### src/rtl/phy_ctrl_regs.svh
// register offsets, field positions, the fixed status value and timing for the
// basic mode control and status pair of one port.
// assumes a 5-bit management register address and 16-bit data.
`ifndef PHY_CTRL_REGS_SVH
`define PHY_CTRL_REGS_SVH

// ==========================================================
// offsets
`define CTRL_REG_ADDR 5'h00
`define STAT_REG_ADDR 5'h01

// ==========================================================
// control field positions
`define CTRL_RESET_BIT 15
`define CTRL_LOOPBACK_BIT 14
`define CTRL_SPEED_BIT 13
`define CTRL_AN_EN_BIT 12
`define CTRL_PWRDN_BIT 11
`define CTRL_ISOLATE_BIT 10
`define CTRL_AN_RESTART_BIT 9
`define CTRL_DUPLEX_BIT 8
`define CTRL_COL_TEST_BIT 7

// ==========================================================
// status field positions and fixed part
`define STAT_AN_DONE_BIT 5
`define STAT_REM_FAULT_BIT 4
`define STAT_LINK_BIT 2
`define STAT_JABBER_BIT 1
// t4=0, tx fd/hd=1, 10 fd/hd=1, reserved=0, preamble supp=1, an able=1, ext=1
`define STAT_FIXED_VAL 16'h7849

// ==========================================================
// timing
`define CLK_PERIOD_NS 5
`define LOOPBACK_DEAD_US 500
`define LOOPBACK_DEAD_CYC (`LOOPBACK_DEAD_US * 1000 / `CLK_PERIOD_NS)
`define SOFT_RESET_CYC 16
`define SYNC_STAGES 2

`endif

### src/rtl/phy_ctrl_pkg.sv
// types shared by the control register block and its datapath.
// assumes nothing of its surroundings.
package phy_ctrl_pkg;

   // reset sequencer, one-hot
   typedef enum logic [1:0] {
      ST_RESET = 2'b01,
      ST_RUN = 2'b10
   } rst_state_t;

   typedef logic [15:0] reg_word_t;
   typedef logic [4:0] reg_addr_t;
   typedef logic [3:0] nibble_t;

endpackage

### src/rtl/port_ctrl_if.sv
// mode bits carried from the register block to the mii datapath.
// assumes both ends run on core_clk.
`timescale 1ns/1ps
interface port_ctrl_if;
   logic loopback;
   logic isolate;
   logic power_down;
   logic col_test;

   modport ctl (
      output loopback,
      output isolate,
      output power_down,
      output col_test
   );
   modport dp (
      input loopback,
      input isolate,
      input power_down,
      input col_test
   );
endinterface

### src/rtl/mii_port_path.sv
// mii receive-side steering: loopback, isolate, power down, collision test.
// assumes mac transmit and line receive signals are on core_clk.
`timescale 1ns/1ps
`include "phy_ctrl_regs.svh"
module mii_port_path
   import phy_ctrl_pkg::*;
#(
   parameter int DEAD_CYC = `LOOPBACK_DEAD_CYC
) (
   input wire logic core_clk,
   input wire logic resetn,
   port_ctrl_if.dp cif,
   input wire logic tx_en,
   input wire phy_ctrl_pkg::nibble_t txd,
   input wire logic line_rx_dv,
   input wire phy_ctrl_pkg::nibble_t line_rxd,
   input wire logic line_crs,
   input wire logic line_col,
   output logic rx_dv_q,
   output phy_ctrl_pkg::nibble_t rxd_q,
   output logic crs_q,
   output logic col_q,
   output logic mii_oe_q
);
   localparam int CW = $clog2(DEAD_CYC + 1);

   logic lb_prev_q;
   logic [CW-1:0] dead_q;

   // =======================================================
   // loopback dead time
   // dead time count
   always_ff @(posedge core_clk or negedge resetn) begin
      if (!resetn) begin
         lb_prev_q <= 1'b0;
         dead_q <= '0;
      end else begin
         lb_prev_q <= cif.loopback;
         if (cif.loopback && !lb_prev_q) begin
            dead_q <= CW'(DEAD_CYC);
         end else if (!cif.loopback) begin
            dead_q <= '0;
         end else if (dead_q != '0) begin
            dead_q <= dead_q - 1'b1;
         end
      end
   end

   // =======================================================
   // receive outputs; powered down or isolated ports stay quiet
   always_ff @(posedge core_clk or negedge resetn) begin
      if (!resetn) begin
         rx_dv_q <= 1'b0;
         rxd_q <= 4'h0;
         crs_q <= 1'b0;
         col_q <= 1'b0;
         mii_oe_q <= 1'b0;
      end else begin
         mii_oe_q <= !cif.isolate && !cif.power_down;
         if (cif.isolate || cif.power_down) begin
            rx_dv_q <= 1'b0;
            rxd_q <= 4'h0;
            crs_q <= 1'b0;
            col_q <= 1'b0;
         end else begin
            // transmit looped back
            // first loopback edge: counter not loaded yet, so hold off too
            if (cif.loopback) begin
               rx_dv_q <= tx_en && lb_prev_q && (dead_q == '0);
               rxd_q <= (lb_prev_q && dead_q == '0) ? txd : 4'h0;
               crs_q <= tx_en;
            end else begin
               rx_dv_q <= line_rx_dv;
               rxd_q <= line_rxd;
               crs_q <= line_crs;
            end
            col_q <= cif.col_test ? tx_en : (line_col && !cif.loopback);
         end
      end
   end
endmodule

### src/rtl/phy_basic_mode_ctrl_status_regs.sv
// basic mode control and status registers of one 10/100 port, with the
// mode outputs they steer and the mii receive path they gate.
// assumes the management frame decoder and negotiation logic run on
// core_clk; straps and the power-down pin come straight from pins.
//
// What this block does
// - control 15 starts self-clearing soft reset
// - control 14 loops transmit onto receive
// - suppress loopback rx_dv_q and rxd_q for 500 us
// - control 13 picks speed, strap default
// - control 12 enables negotiation, masks 13/8
// - control 11 powers down all but registers
// - power-down bit ORs in pin
// - control 10 isolates port from mii
// - control 9 restarts negotiation, self-clears
// - writing zero leaves negotiation running
// - control 8 picks duplex, strap default
// - collision test asserts col with tx_en
// - col drops soon after tx_en drops
// - control 6:0 ignore writes, read zero
// - status 15 zero, 14:11 one
// - status 10:7 read zero
// - latched-high bits hold until read
// - latched-low bits hold until read
// - self-setting bits follow their event
// - status 6 reports preamble suppression
// - link bit sets only on read
`timescale 1ns/1ps
`include "phy_ctrl_regs.svh"
module phy_basic_mode_ctrl_status_regs #(
   parameter int LOOPBACK_DEAD_CYC = `LOOPBACK_DEAD_CYC,
   parameter int SOFT_RESET_CYC = `SOFT_RESET_CYC
) (
   input wire logic core_clk,
   input wire logic resetn,
   // management register port
   input wire phy_ctrl_pkg::reg_addr_t reg_addr,
   input wire logic reg_wr,
   input wire logic reg_rd,
   input wire phy_ctrl_pkg::reg_word_t reg_wdata,
   output phy_ctrl_pkg::reg_word_t reg_rdata_q,
   output logic reg_rvalid_q,
   // pins
   input wire logic power_down_pin_n,
   input wire logic strap_speed_100,
   input wire logic strap_an_enable,
   input wire logic strap_full_duplex,
   // negotiation and link events
   input wire logic an_started,
   input wire logic an_complete,
   input wire logic link_good,
   input wire logic link_fail,
   input wire logic remote_fault_evt,
   input wire logic jabber_evt,
   // mode outputs
   output logic port_reset_q,
   output logic an_enable_q,
   output logic an_restart_q,
   output logic speed_100_q,
   output logic full_duplex_q,
   output logic power_down_q,
   // mii
   input wire logic tx_en,
   input wire phy_ctrl_pkg::nibble_t txd,
   input wire logic line_rx_dv,
   input wire phy_ctrl_pkg::nibble_t line_rxd,
   input wire logic line_crs,
   input wire logic line_col,
   output logic rx_dv_q,
   output phy_ctrl_pkg::nibble_t rxd_q,
   output logic crs_q,
   output logic col_q,
   output logic mii_oe_q
);
   import phy_ctrl_pkg::*;

   localparam int RCW = $clog2(SOFT_RESET_CYC + 1);

   // address match, shared by read and write decode
   function automatic logic hit(input reg_addr_t a, input reg_addr_t target);
      hit = (a == target);
   endfunction

   // =======================================================
   // pin synchronisers
   logic [`SYNC_STAGES-1:0] pd_sync_q, sp_sync_q, an_sync_q, dx_sync_q;
   logic pd_pin_on, strap_sp, strap_an, strap_dx;

   // pins are asynchronous to core_clk; only the last stage is read
   always_ff @(posedge core_clk or negedge resetn) begin
      if (!resetn) begin
         pd_sync_q <= '0;
         sp_sync_q <= '0;
         an_sync_q <= '0;
         dx_sync_q <= '0;
      end else begin
         pd_sync_q <= {pd_sync_q[0], !power_down_pin_n};
         sp_sync_q <= {sp_sync_q[0], strap_speed_100};
         an_sync_q <= {an_sync_q[0], strap_an_enable};
         dx_sync_q <= {dx_sync_q[0], strap_full_duplex};
      end
   end

   assign pd_pin_on = pd_sync_q[`SYNC_STAGES-1];
   assign strap_sp = sp_sync_q[`SYNC_STAGES-1];
   assign strap_an = an_sync_q[`SYNC_STAGES-1];
   assign strap_dx = dx_sync_q[`SYNC_STAGES-1];

   // =======================================================
   // decode
   logic wr_ctrl;
   logic rd_stat;

   assign wr_ctrl = reg_wr && hit(reg_addr, `CTRL_REG_ADDR);
   assign rd_stat = reg_rd && hit(reg_addr, `STAT_REG_ADDR);

   // =======================================================
   // reset sequencer
   rst_state_t state_q;
   logic [RCW-1:0] rst_cnt_q;
   logic in_reset;

   assign in_reset = (state_q == ST_RESET);

   // hardware reset also runs the sequence, so straps are caught
   // only after the synchronisers have filled
   // soft reset sequence
   always_ff @(posedge core_clk or negedge resetn) begin
      if (!resetn) begin
         state_q <= ST_RESET;
         rst_cnt_q <= RCW'(SOFT_RESET_CYC);
      end else begin
         case (state_q)
            ST_RESET: begin
               if (rst_cnt_q == '0) begin
                  state_q <= ST_RUN;
               end else begin
                  rst_cnt_q <= rst_cnt_q - 1'b1;
               end
            end
            ST_RUN: begin
               if (wr_ctrl && reg_wdata[`CTRL_RESET_BIT]) begin
                  state_q <= ST_RESET;
                  rst_cnt_q <= RCW'(SOFT_RESET_CYC);
               end
            end
            default: begin
               state_q <= ST_RESET;
               rst_cnt_q <= RCW'(SOFT_RESET_CYC);
            end
         endcase
      end
   end

   // =======================================================
   // control bits
   logic loopback_q, speed_q, an_en_q, pd_q, isolate_q, duplex_q, col_test_q, restart_q;

   // writes during reset are dropped; straps reload every reset cycle
   always_ff @(posedge core_clk or negedge resetn) begin
      if (!resetn) begin
         loopback_q <= 1'b0;
         speed_q <= 1'b0;
         an_en_q <= 1'b0;
         pd_q <= 1'b0;
         isolate_q <= 1'b0;
         duplex_q <= 1'b0;
         col_test_q <= 1'b0;
      end else if (in_reset) begin
         loopback_q <= 1'b0;
         speed_q <= strap_sp;
         an_en_q <= strap_an;
         pd_q <= 1'b0;
         isolate_q <= 1'b0;
         duplex_q <= strap_dx;
         col_test_q <= 1'b0;
      end else if (wr_ctrl && !reg_wdata[`CTRL_RESET_BIT]) begin
         loopback_q <= reg_wdata[`CTRL_LOOPBACK_BIT];
         speed_q <= reg_wdata[`CTRL_SPEED_BIT];
         an_en_q <= reg_wdata[`CTRL_AN_EN_BIT];
         pd_q <= reg_wdata[`CTRL_PWRDN_BIT];
         isolate_q <= reg_wdata[`CTRL_ISOLATE_BIT];
         duplex_q <= reg_wdata[`CTRL_DUPLEX_BIT];
         col_test_q <= reg_wdata[`CTRL_COL_TEST_BIT];
      end
   end

   // restart request: held until negotiation reports it started
   // restart only when enabled
   always_ff @(posedge core_clk or negedge resetn) begin
      if (!resetn) begin
         restart_q <= 1'b0;
      end else if (in_reset) begin
         restart_q <= 1'b0;
      end else if (wr_ctrl && !reg_wdata[`CTRL_RESET_BIT]
                   && reg_wdata[`CTRL_AN_RESTART_BIT] && reg_wdata[`CTRL_AN_EN_BIT]) begin
         restart_q <= 1'b1;
      end else if (an_started) begin
         restart_q <= 1'b0;
      end
   end

   // =======================================================
   // latched status bits
   logic link_q;
   logic rem_fault_q;
   logic jabber_q;

   // an event in the read cycle wins, so it is never lost
   // latched-high hold
   always_ff @(posedge core_clk or negedge resetn) begin
      if (!resetn) begin
         rem_fault_q <= 1'b0;
         jabber_q <= 1'b0;
      end else if (in_reset) begin
         rem_fault_q <= 1'b0;
         jabber_q <= 1'b0;
      end else begin
         if (remote_fault_evt) begin
            rem_fault_q <= 1'b1;
         end else if (rd_stat) begin
            rem_fault_q <= 1'b0;
         end
         if (jabber_evt) begin
            jabber_q <= 1'b1;
         end else if (rd_stat) begin
            jabber_q <= 1'b0;
         end
      end
   end

   always_ff @(posedge core_clk or negedge resetn) begin
      if (!resetn) begin
         link_q <= 1'b0;
      end else if (in_reset || link_fail) begin
         link_q <= 1'b0;
      end else if (rd_stat) begin
         link_q <= link_good;
      end
   end

   // =======================================================
   // read path
   reg_word_t ctrl_view;
   reg_word_t stat_view;

   always_comb begin
      ctrl_view = 16'h0000;
      ctrl_view[`CTRL_RESET_BIT] = in_reset;
      ctrl_view[`CTRL_LOOPBACK_BIT] = loopback_q;
      ctrl_view[`CTRL_SPEED_BIT] = speed_q;
      ctrl_view[`CTRL_AN_EN_BIT] = an_en_q;
      ctrl_view[`CTRL_PWRDN_BIT] = pd_q || pd_pin_on;
      ctrl_view[`CTRL_ISOLATE_BIT] = isolate_q;
      ctrl_view[`CTRL_AN_RESTART_BIT] = restart_q;
      ctrl_view[`CTRL_DUPLEX_BIT] = duplex_q;
      ctrl_view[`CTRL_COL_TEST_BIT] = col_test_q;
   end

   always_comb begin
      stat_view = `STAT_FIXED_VAL;
      stat_view[`STAT_AN_DONE_BIT] = an_complete && an_en_q;
      stat_view[`STAT_REM_FAULT_BIT] = rem_fault_q;
      stat_view[`STAT_LINK_BIT] = link_q;
      stat_view[`STAT_JABBER_BIT] = jabber_q;
   end

   // data is the value before any clear-on-read; unmapped reads zero
   always_ff @(posedge core_clk or negedge resetn) begin
      if (!resetn) begin
         reg_rdata_q <= 16'h0000;
         reg_rvalid_q <= 1'b0;
      end else begin
         reg_rvalid_q <= reg_rd;
         if (reg_rd) begin
            if (hit(reg_addr, `CTRL_REG_ADDR)) begin
               reg_rdata_q <= ctrl_view;
            end else if (hit(reg_addr, `STAT_REG_ADDR)) begin
               reg_rdata_q <= stat_view;
            end else begin
               reg_rdata_q <= 16'h0000;
            end
         end
      end
   end

   // =======================================================
   // mode outputs
   // negotiation masks speed and duplex
   always_ff @(posedge core_clk or negedge resetn) begin
      if (!resetn) begin
         port_reset_q <= 1'b1;
         an_enable_q <= 1'b0;
         an_restart_q <= 1'b0;
         speed_100_q <= 1'b0;
         full_duplex_q <= 1'b0;
         power_down_q <= 1'b0;
      end else begin
         port_reset_q <= in_reset;
         an_enable_q <= an_en_q;
         an_restart_q <= restart_q;
         // forced values only matter while negotiation is off
         speed_100_q <= an_en_q ? 1'b0 : speed_q;
         full_duplex_q <= an_en_q ? 1'b0 : duplex_q;
         power_down_q <= pd_q || pd_pin_on;
      end
   end

   // =======================================================
   // datapath
   port_ctrl_if cif ();

   assign cif.loopback = loopback_q;
   assign cif.isolate = isolate_q;
   assign cif.power_down = pd_q || pd_pin_on;
   assign cif.col_test = col_test_q;

   mii_port_path #(.DEAD_CYC(LOOPBACK_DEAD_CYC)) u_path (
      .core_clk(core_clk), .resetn(resetn), .cif(cif.dp), .tx_en(tx_en), .txd(txd),
      .line_rx_dv(line_rx_dv), .line_rxd(line_rxd), .line_crs(line_crs), .line_col(line_col),
      .rx_dv_q(rx_dv_q), .rxd_q(rxd_q), .crs_q(crs_q), .col_q(col_q), .mii_oe_q(mii_oe_q)
   );
endmodule

### config.mk
export PLATFORM = sky130hd
export DESIGN_NAME = phy_basic_mode_ctrl_status_regs
export DESIGN_NICKNAME = d
export VERILOG_FILES = /design/src/rtl/phy_ctrl_pkg.sv /design/src/rtl/port_ctrl_if.sv /design/src/rtl/mii_port_path.sv /design/src/rtl/phy_basic_mode_ctrl_status_regs.sv
export VERILOG_INCLUDE_DIRS = /design/src /design/src/rtl
export SDC_FILE = /design/constraint.sdc
export NUM_CORES = 1
export LEC_CHECK = 0
export CORE_MARGIN = 8
export CORE_UTILIZATION = 55
export DETAILED_ROUTE_END_ITERATION = 10
export DONT_BUFFER_PORTS = 1
export HOLD_SLACK_MARGIN = 0.1
export PLACE_DENSITY_LB_ADDON = 0.3
export SKIP_CTS_REPAIR_TIMING = 1
export SLEW_MARGIN = 20
export SYNTH_ARGS = -nofsm -noshare
export SYNTH_HDL_FRONTEND = slang
export SYNTH_HIERARCHICAL = 1
export SYNTH_SLANG_ARGS = --single-unit
### constraint.sdc
create_clock -name core_clk -period 2.4 [get_ports core_clk]
set_input_delay 0.48 -clock core_clk [delete_from_list [all_inputs] [get_ports core_clk]]
set_output_delay 0.48 -clock core_clk [all_outputs]
set_load 0.05 [all_outputs]
==> results of run 1 <==
[sequential cells by signal, summed over array words and instances, names as in the netlist, 4 cells and up]
name / flops
u_path/rxd_q: 4
rst_cnt_q: 5
u_path/dead_q: 17
reg_rdata_q: 14
[per-layer routing]
layer | GRT usage | up-vias | part of all wire
met3 | 0.05178 | 6 | 0.077
li1 | - | 1088 | -
met5 | 0 | - | 0
met1 | 0.2300 | 1136 | 0.45
met2 | 0.2491 | 66 | 0.46
met4 | 0.06846 | 0 | 0.0097
[path summary, 6_finish.rpt]
check,start,end,slack [ns]
max,u_path/dead_q[11],u_path/dead_q[7],0.31
min,reg_rd,reg_rvalid_q,0.15
max reg2reg,u_path/dead_q[11],u_path/dead_q[7],0.31
min reg2reg,dx_sync_q[0],dx_sync_q[1],0.35
max in group asynchronous,resetn,port_reset_q,1.41
min in group asynchronous,resetn,reg_rdata_q[6],0.67
[layout by cell type (no fill, tap or decap), drive strengths merged, types with 8 or more instances in the layout]
cell type and count:
inv 20, dfrtp 70, clkbuf 9, nand3 15, nor4 10, o21ai 18
a21oi 26, nand2 9, nor2 11, nand2b 8, a22o 8
[cells by family after synthesis]
group / Yosys count
and+or+nand+nor: 98
adders and majority gates: 3
xor gates and xnor gates: 5
DFF: 73
AOI/OAI and AO/OA: 81
muxes: 1
buffers and inverters: 32
[power breakdown]
part	internal [mW]	switching, mW
Clock	0.392	0.500
Sequential	1.39	0.259
Combinational	0.171	0.250
Total	1.95	1.01
[metrics by stage]
step                      area, µm²  total power, mW  setup WS, ns  hold slack (ns)
after detailed placement       3312            2.067        0.3415           0.1871
final                          3535            2.958        0.3100           0.1457
after global routing           3535            3.122        0.2563           0.1201
after CTS                      3497            2.951        0.3299          -0.2027
after floorplan                3241            1.962        0.4604           0.1844
after global placement         3312            2.040        0.3719           0.1865
[final cells by class]
type / count / area (µm²)
Multi-Input combinational cell: 188 / 1286
Timing Repair Buffer: 7 / 75.07
Inverter: 17 / 63.81
Fill cell: 474 / 2281
Sequential cell: 73 / 1831
Clock inverter: 7 / 61.31
Clock buffer: 9 / 123.9
Tap cell: 75 / 93.84
==> impl_summary.log, run 1 <==
INFO  metric status = finished, final reports clean
INFO  metric nNetsFinal = 346
INFO  metric routed_wire_length_per_instance = 18.85 µm
INFO  metric dieWidth = slightly above 90 µm
INFO  metric mappedNetlistArea = between 0.003 and 0.004 mm²
INFO  metric setup_total_negative_slack = 0 ns
INFO  metric grt_remaining_overflow = 0
INFO  metric min_path_cells = 0
INFO  metric cts_made_buffers = 9
INFO  metric cp_cell_sequence = or4_4 > or4_4 > o21ai_4 > a31oi_1
INFO  metric design.core.area = between 0.005 and 0.006 mm²
INFO  metric synth_xor_area_frac = 0.01351
INFO  metric critPathLaunchType = register
INFO  metric ant_nets = 0
INFO  metric critical_path.max_fanout = 7
INFO  metric finalWeightedCongestion = 0.8111
INFO  metric initialDrtViolationCount = approximately 160
INFO  metric first_pass_grt_wire_length = about 12,000 µm
INFO  metric drt-total-wl = 7086 µm
INFO  metric diodes = 0
INFO  metric timing.final.hold_violations = 0
INFO  metric timing.critical_path.max_delay_family = simple AND/OR/NAND/NOR gates
INFO  metric cp_slowest_cell = or4_4
INFO  metric drtPass1Iterations = 4
INFO  metric synth_simple_gate_area_share = 0.2042
INFO  metric clock-root-buffer = clkbuf_8
INFO  metric routed-via-count = 2,296
INFO  metric timing.critical_path.mode_cell = or4_4
INFO  metric std_cell_rows = 28
INFO  metric fraction_of_the_mapped_netlist_area_in_adder_cells = 0.01158
INFO  metric timing.critical_path.slowest_cell_delay = 0.60 ns
INFO  metric grt_start_max_net_pins = 74
INFO  metric hold_class = input pin to register
INFO  metric yosys.area.top_type_share = 0.5405
INFO  metric synth_commonest_cells = dfrtp_1 (70), a21oi_1 (26), inv_1 (17), nand3_1 (15), o21ai_0 (15)
INFO  metric cp_num_cells = 4
INFO  metric cp_data_required_time = between 2 and 3 ns
INFO  metric max-cap-violations = 0
INFO  metric floorplan.die.height = 92.76 µm
INFO  metric tritoncts = done
INFO  metric grt_usage = 0.1703
INFO  metric synthCells = 293
INFO  metric fin_skew = around 0.0080 ns
INFO  metric first_global_vias = 2,234
INFO  metric fin_util = 0.6078
INFO  metric yosysSeqAreaShare = 0.5649
INFO  metric post_synth.cell_area_avg = ~11 µm²
INFO  metric fmaxAchievable = between 400 and 500 MHz
INFO  metric final_cell_count_without_fillers = 376
INFO  metric power.ir.vdd_worst = 0.4287 mV
INFO  metric layout_min_cycle_time = around 2.1 ns
INFO  metric proportion_of_register_bits_with_asynchronous_set_or_reset_after_synthesis = 1.000
INFO  metric synth-main-ff-cell = dfrtp_1
INFO  metric cts.reportedPaths.clkPinSlew = around 0.090 ns
INFO  metric viasPerCell = just over 6
INFO  metric yosys.cell_count.top_type = dfrtp_1
INFO  metric worst-slew-pin-transition = about 0.58 ns
INFO  metric numPlacedInstances = between 300 and 400
INFO  metric p_leak = between 1.5 and 2 nW
INFO  metric synth_top_family_by_area = simple AND/OR/NAND/NOR gates
INFO  metric place.port_buffers = 0
INFO  metric final.period_utilization = 0.8708
INFO  metric clock_sinks = 73
INFO  metric area_delta_synth_final = 9.073%
INFO  metric synth.lib_cells_used.distinct = 56
INFO  metric rsz0062_at_grt = false
INFO  metric io_pins = 78
INFO  metric place.detailed.hpwl = ~4900 µm
INFO  metric power_density_of_the_placed_cells = 836.9 mW/mm²
INFO  metric initial_core_utilization = 0.5572
INFO  metric yosys_register_bits = 73
INFO  metric timing.critical_path.arrival = 2.30 ns
INFO  metric report.final.setup_viol = 0
INFO  metric post_synth_mux_area_share = 0.003089
INFO  metric critPathCaptureType = register
INFO  metric worstSkewPairLatency = 0.35 ns
INFO  metric final_layout_size_suffix_gt1_frac = 0.1462
INFO  metric cp.buffers_inverters = 0
INFO  metric synthDominantAreaCellType = dfrtp_1
INFO  metric cts_max_path_buffers = 2
INFO  metric ys_warn_count = 6
INFO  metric slew_headroom = 0.6100
INFO  metric die-area = 0.008604 mm²
INFO  metric ys_top_cells_by_area = dfrtp_1 (54%), a21oi_1 (4.0%), dfstp_2 (2.4%), nand3_1 (2.3%), o21ai_0 (2.3%)
INFO  metric postSynthNetCount = between 300 and 400
INFO  metric critical_path_class = register to register
INFO  metric synth-compound-area-share = 0.1625
INFO  metric drc_errors_left = 0
INFO  metric initial_antenna_violation_count = 0
INFO  metric r2r.worst_path.cells = 4
INFO  metric timing_max_transition_violations_final = 0
INFO  metric number_of_enable_flip_flop_cells_after_synthesis = 0
INFO  metric ctsHtreeMaxLevel = 3
(Power assumes the default switching activity.)
==> inputs of run 2 (changes only) <==
==> constraint.sdc (replaced) <==
create_clock -name core_clk -period 2.61 [get_ports core_clk]
set_input_delay 0.522 -clock core_clk [delete_from_list [all_inputs] [get_ports core_clk]]
set_output_delay 0.522 -clock core_clk [all_outputs]
set_load 0.05 [all_outputs]
==> run 2 against run 1 <==
Global-route usage down 0.69 points. Largest cell class unchanged. Critical endpoint unchanged. Largest power group unchanged. Cell area down 0.85%. Clock power down 16%. First-iteration DRC count down 21%. Flip-flop and latch count unchanged. Via count up 1.3%.
==> impl_summary.log, run 2 (synthesized netlist as in run 1, its figures left out) <==
INFO  metric critPathCaptureType = register (unchanged)
INFO  metric seq_power_share = 0.574 (was 0.556)
INFO  metric nFillCells = 486 (was 474)
INFO  metric max-cap-violations = 0 (unchanged)
INFO  metric cts.reportedPaths.clkPinSlew = 0.07 ns (was 0.09 ns)
INFO  metric fmaxAchievable = 477.1 MHz (was 478.5 MHz)
INFO  metric detailroute.wirelength.met2 = 3055 µm (was 3258 µm)
INFO  metric clock_power_share = 0.283 (was 0.302)
INFO  metric biggest_registers_after_layout = u_path/dead_q (17), reg_rdata_q (14), rst_cnt_q (5) (unchanged)
INFO  metric timing.final.hold_violations = 0 (unchanged)
INFO  metric switching_share = 0.3211 (was 0.3413)
INFO  metric layout_min_cycle_time = 2.096 ns (was 2.090 ns)
INFO  metric critPathLaunchType = register (unchanged)
INFO  metric max_flop_register = u_path/dead_q (unchanged)
INFO  metric slew_headroom = 0.4367 (was 0.6100)
INFO  metric finalPower = 2.637 mW (was 2.958 mW)
INFO  metric place.port_buffers = 0 (unchanged)
INFO  metric cts_max_path_buffers = 2 (unchanged)
INFO  metric final_layout_size_suffix_gt1_frac = 0.1338 (was 0.1462)
INFO  metric power_density_of_the_placed_cells = 752.6 mW/mm² (was 836.9 mW/mm²)
INFO  metric worst-r2r-setup-slack = 0.51 ns (was 0.31 ns)
INFO  metric drc_errors_left = 0 (unchanged)
INFO  metric layout.cells.most_common = dfrtp_1 (unchanged)
INFO  metric area_delta_synth_final = 8.147% (was 9.073%)
INFO  metric grt_usage = 0.1634 (was 0.1703)
INFO  metric initial_core_utilization = 0.5572 (unchanged)
INFO  metric diodes = 0 (unchanged)
INFO  metric timing.critical_path.arrival = 2.29 ns (was 2.30 ns)
INFO  metric initial_antenna_violation_count = 0 (unchanged)
INFO  metric report.final.setup_viol = 0 (unchanged)
INFO  metric first_global_vias = 2,142 (was 2,234)
INFO  metric clock-root-buffer = clkbuf_8 (unchanged)
INFO  metric ctsHtreeMaxLevel = 3 (unchanged)
INFO  metric worstSkewPairLatency = 0.34 ns (was 0.35 ns)
INFO  metric nNetsFinal = 345 (was 346)
INFO  metric std_cell_rows = 28 (unchanged)
INFO  metric fin_skew = 0.007032 ns (was 0.007990 ns)
INFO  metric rsz0062_at_grt = false (unchanged)
INFO  metric worst-slew-pin-transition = 0.8332 ns (was 0.5796 ns)
INFO  metric dieWidth = 92.76 µm (unchanged)
INFO  metric pwr-share-comb = 0.143 (was 0.142)
INFO  metric ant_nets = 0 (unchanged)
INFO  metric tritoncts = done (unchanged)
INFO  metric timing_max_transition_violations_final = 0 (unchanged)
INFO  metric largest_register_ffs = 17 (unchanged)
INFO  metric p_leak = 1.612 nW (was 1.623 nW)
INFO  metric clock_sinks = 73 (unchanged)
INFO  metric finalWeightedCongestion = 0.8676 (was 0.8111)
INFO  metric most-common-layout-cells = dfrtp_1 (70), a21oi_1 (26), inv_1 (17) (unchanged)
INFO  metric cp_data_required_time = 2.81 ns (was 2.61 ns)
INFO  metric drt-total-wl = 6822 µm (was 7086 µm)
INFO  metric met3WireLength = 729 µm (was 543 µm)
INFO  metric first_pass_grt_wire_length = 11,070 µm (was 11,610 µm)
INFO  metric routed-via-count = 2,325 (was 2,296)
INFO  metric viasPerCell = 6.217 (was 6.106)
INFO  metric cts_made_buffers = 9 (unchanged)
INFO  metric io_pins = 78 (unchanged)
INFO  metric status = finished, final reports clean (unchanged)
INFO  metric routed_wire_length_per_instance = 18.24 µm (was 18.85 µm)
INFO  metric hold_class = input pin to register (unchanged)
INFO  metric maxUsedRoutingLayer = met4 (unchanged)
INFO  metric p_switching = 846.9 µW (was 1.010 mW)
INFO  metric r2r-start = u_path/dead_q[11] (unchanged)
INFO  metric setup_total_negative_slack = 0 ns (unchanged)
INFO  metric grt_start_max_net_pins = 74 (unchanged)
INFO  metric power.ir.vdd_worst = 0.5430 mV (was 0.4287 mV)
INFO  metric routed_metal_1_wirelength = 2924 µm (was 3214 µm)
INFO  metric final.period_utilization = 0.8030 (was 0.8708)
INFO  metric grt_remaining_overflow = 0 (unchanged)
INFO  metric critical_path.max_fanout = 7 (unchanged)
INFO  metric crit_start = u_path/dead_q[11] (unchanged)
INFO  metric design.core.area = 0.005816 mm² (unchanged)
INFO  metric initialDrtViolationCount = 123 (was 156)
INFO  metric floorplan.die.height = 92.76 µm (unchanged)
INFO  metric timing.hold.worst.start = strap_full_duplex (was reg_rd)
INFO  metric critical_path_class = register to register (unchanged)
INFO  metric place.detailed.hpwl = 4777 µm (was 4945 µm)
INFO  metric die-area = 0.008604 mm² (unchanged)
INFO  metric drtPass1Iterations = 4 (unchanged)
INFO  metric cellInternalPower = 1.791 mW (was 1.948 mW)
-- run 2: layer usage --
| metal | vias up | track usage |
|---|---|---|
| met1 | 1144 | 0.2203 |
| met2 | 91 | 0.2290 |
| met5 | - | 0 |
| li1 | 1079 | - |
| met3 | 11 | 0.05825 |
| met4 | 0 | 0.07517 |
-- run 2: metrics by stage --
stage | area (µm²) | setup WS, ns | utilization | instances | hold slack, ns
after floorplan | 3241 | 0.6704 | - | 293 | 0.2264
after global placement | 3304 | 0.5704 | 0.5682 | 357 | 0.2285
after detailed placement | 3304 | 0.5511 | 0.5682 | 357 | 0.2291
after CTS | 3467 | 0.5227 | 0.5962 | 372 | -0.1400
after global routing | 3505 | 0.4652 | 0.6026 | 374 | 0.1815
final | 3505 | 0.5142 | 0.6026 | 374 | 0.2098
-- run 2: path summary, 6_finish.rpt --
check	to	depth (start not counted)
hold reg to reg	sp_sync_q[1]	0
hold / removal	dx_sync_q[0]	0
max in group asynchronous	port_reset_q	2
setup reg to reg	u_path/dead_q[7]	4
setup / recovery	u_path/dead_q[7]	4
min in group asynchronous	reg_rdata_q[5]	2
-- run 2: power by group through the flow --
stage / Sequential (mW) / Combinational, mW / Clock, mW
after CTS: 1.52 / 0.351 / 0.767
after detailed placement: 1.54 / 0.351 / 0
after floorplan: 1.50 / 0.300 / 0
after global placement: 1.53 / 0.340 / 0
final: 1.51 / 0.376 / 0.747
after global routing: 1.53 / 0.437 / 0.825
-- run 2: critical path, stage by stage, from the launching register on --
cell	delay [ns]
dfrtp_1	0.45
or4_4	0.61
or4_4	0.59
o21ai_4	0.24
a31oi_1	0.07
-- run 2: area by class of cell --
type / instances / area, µm² / area share
inverter: 17 / 63.81 / 0.01821
sequential: 73 / 1831 / 0.5223
clock buffer: 12 / 145.1 / 0.04141
tap: 75 / 93.84 / 0.02678
multi-input combinational: 188 / 1286 / 0.3670
timing repair buffer: 6 / 67.56 / 0.01928
clock inverter: 3 / 17.52 / 0.004998
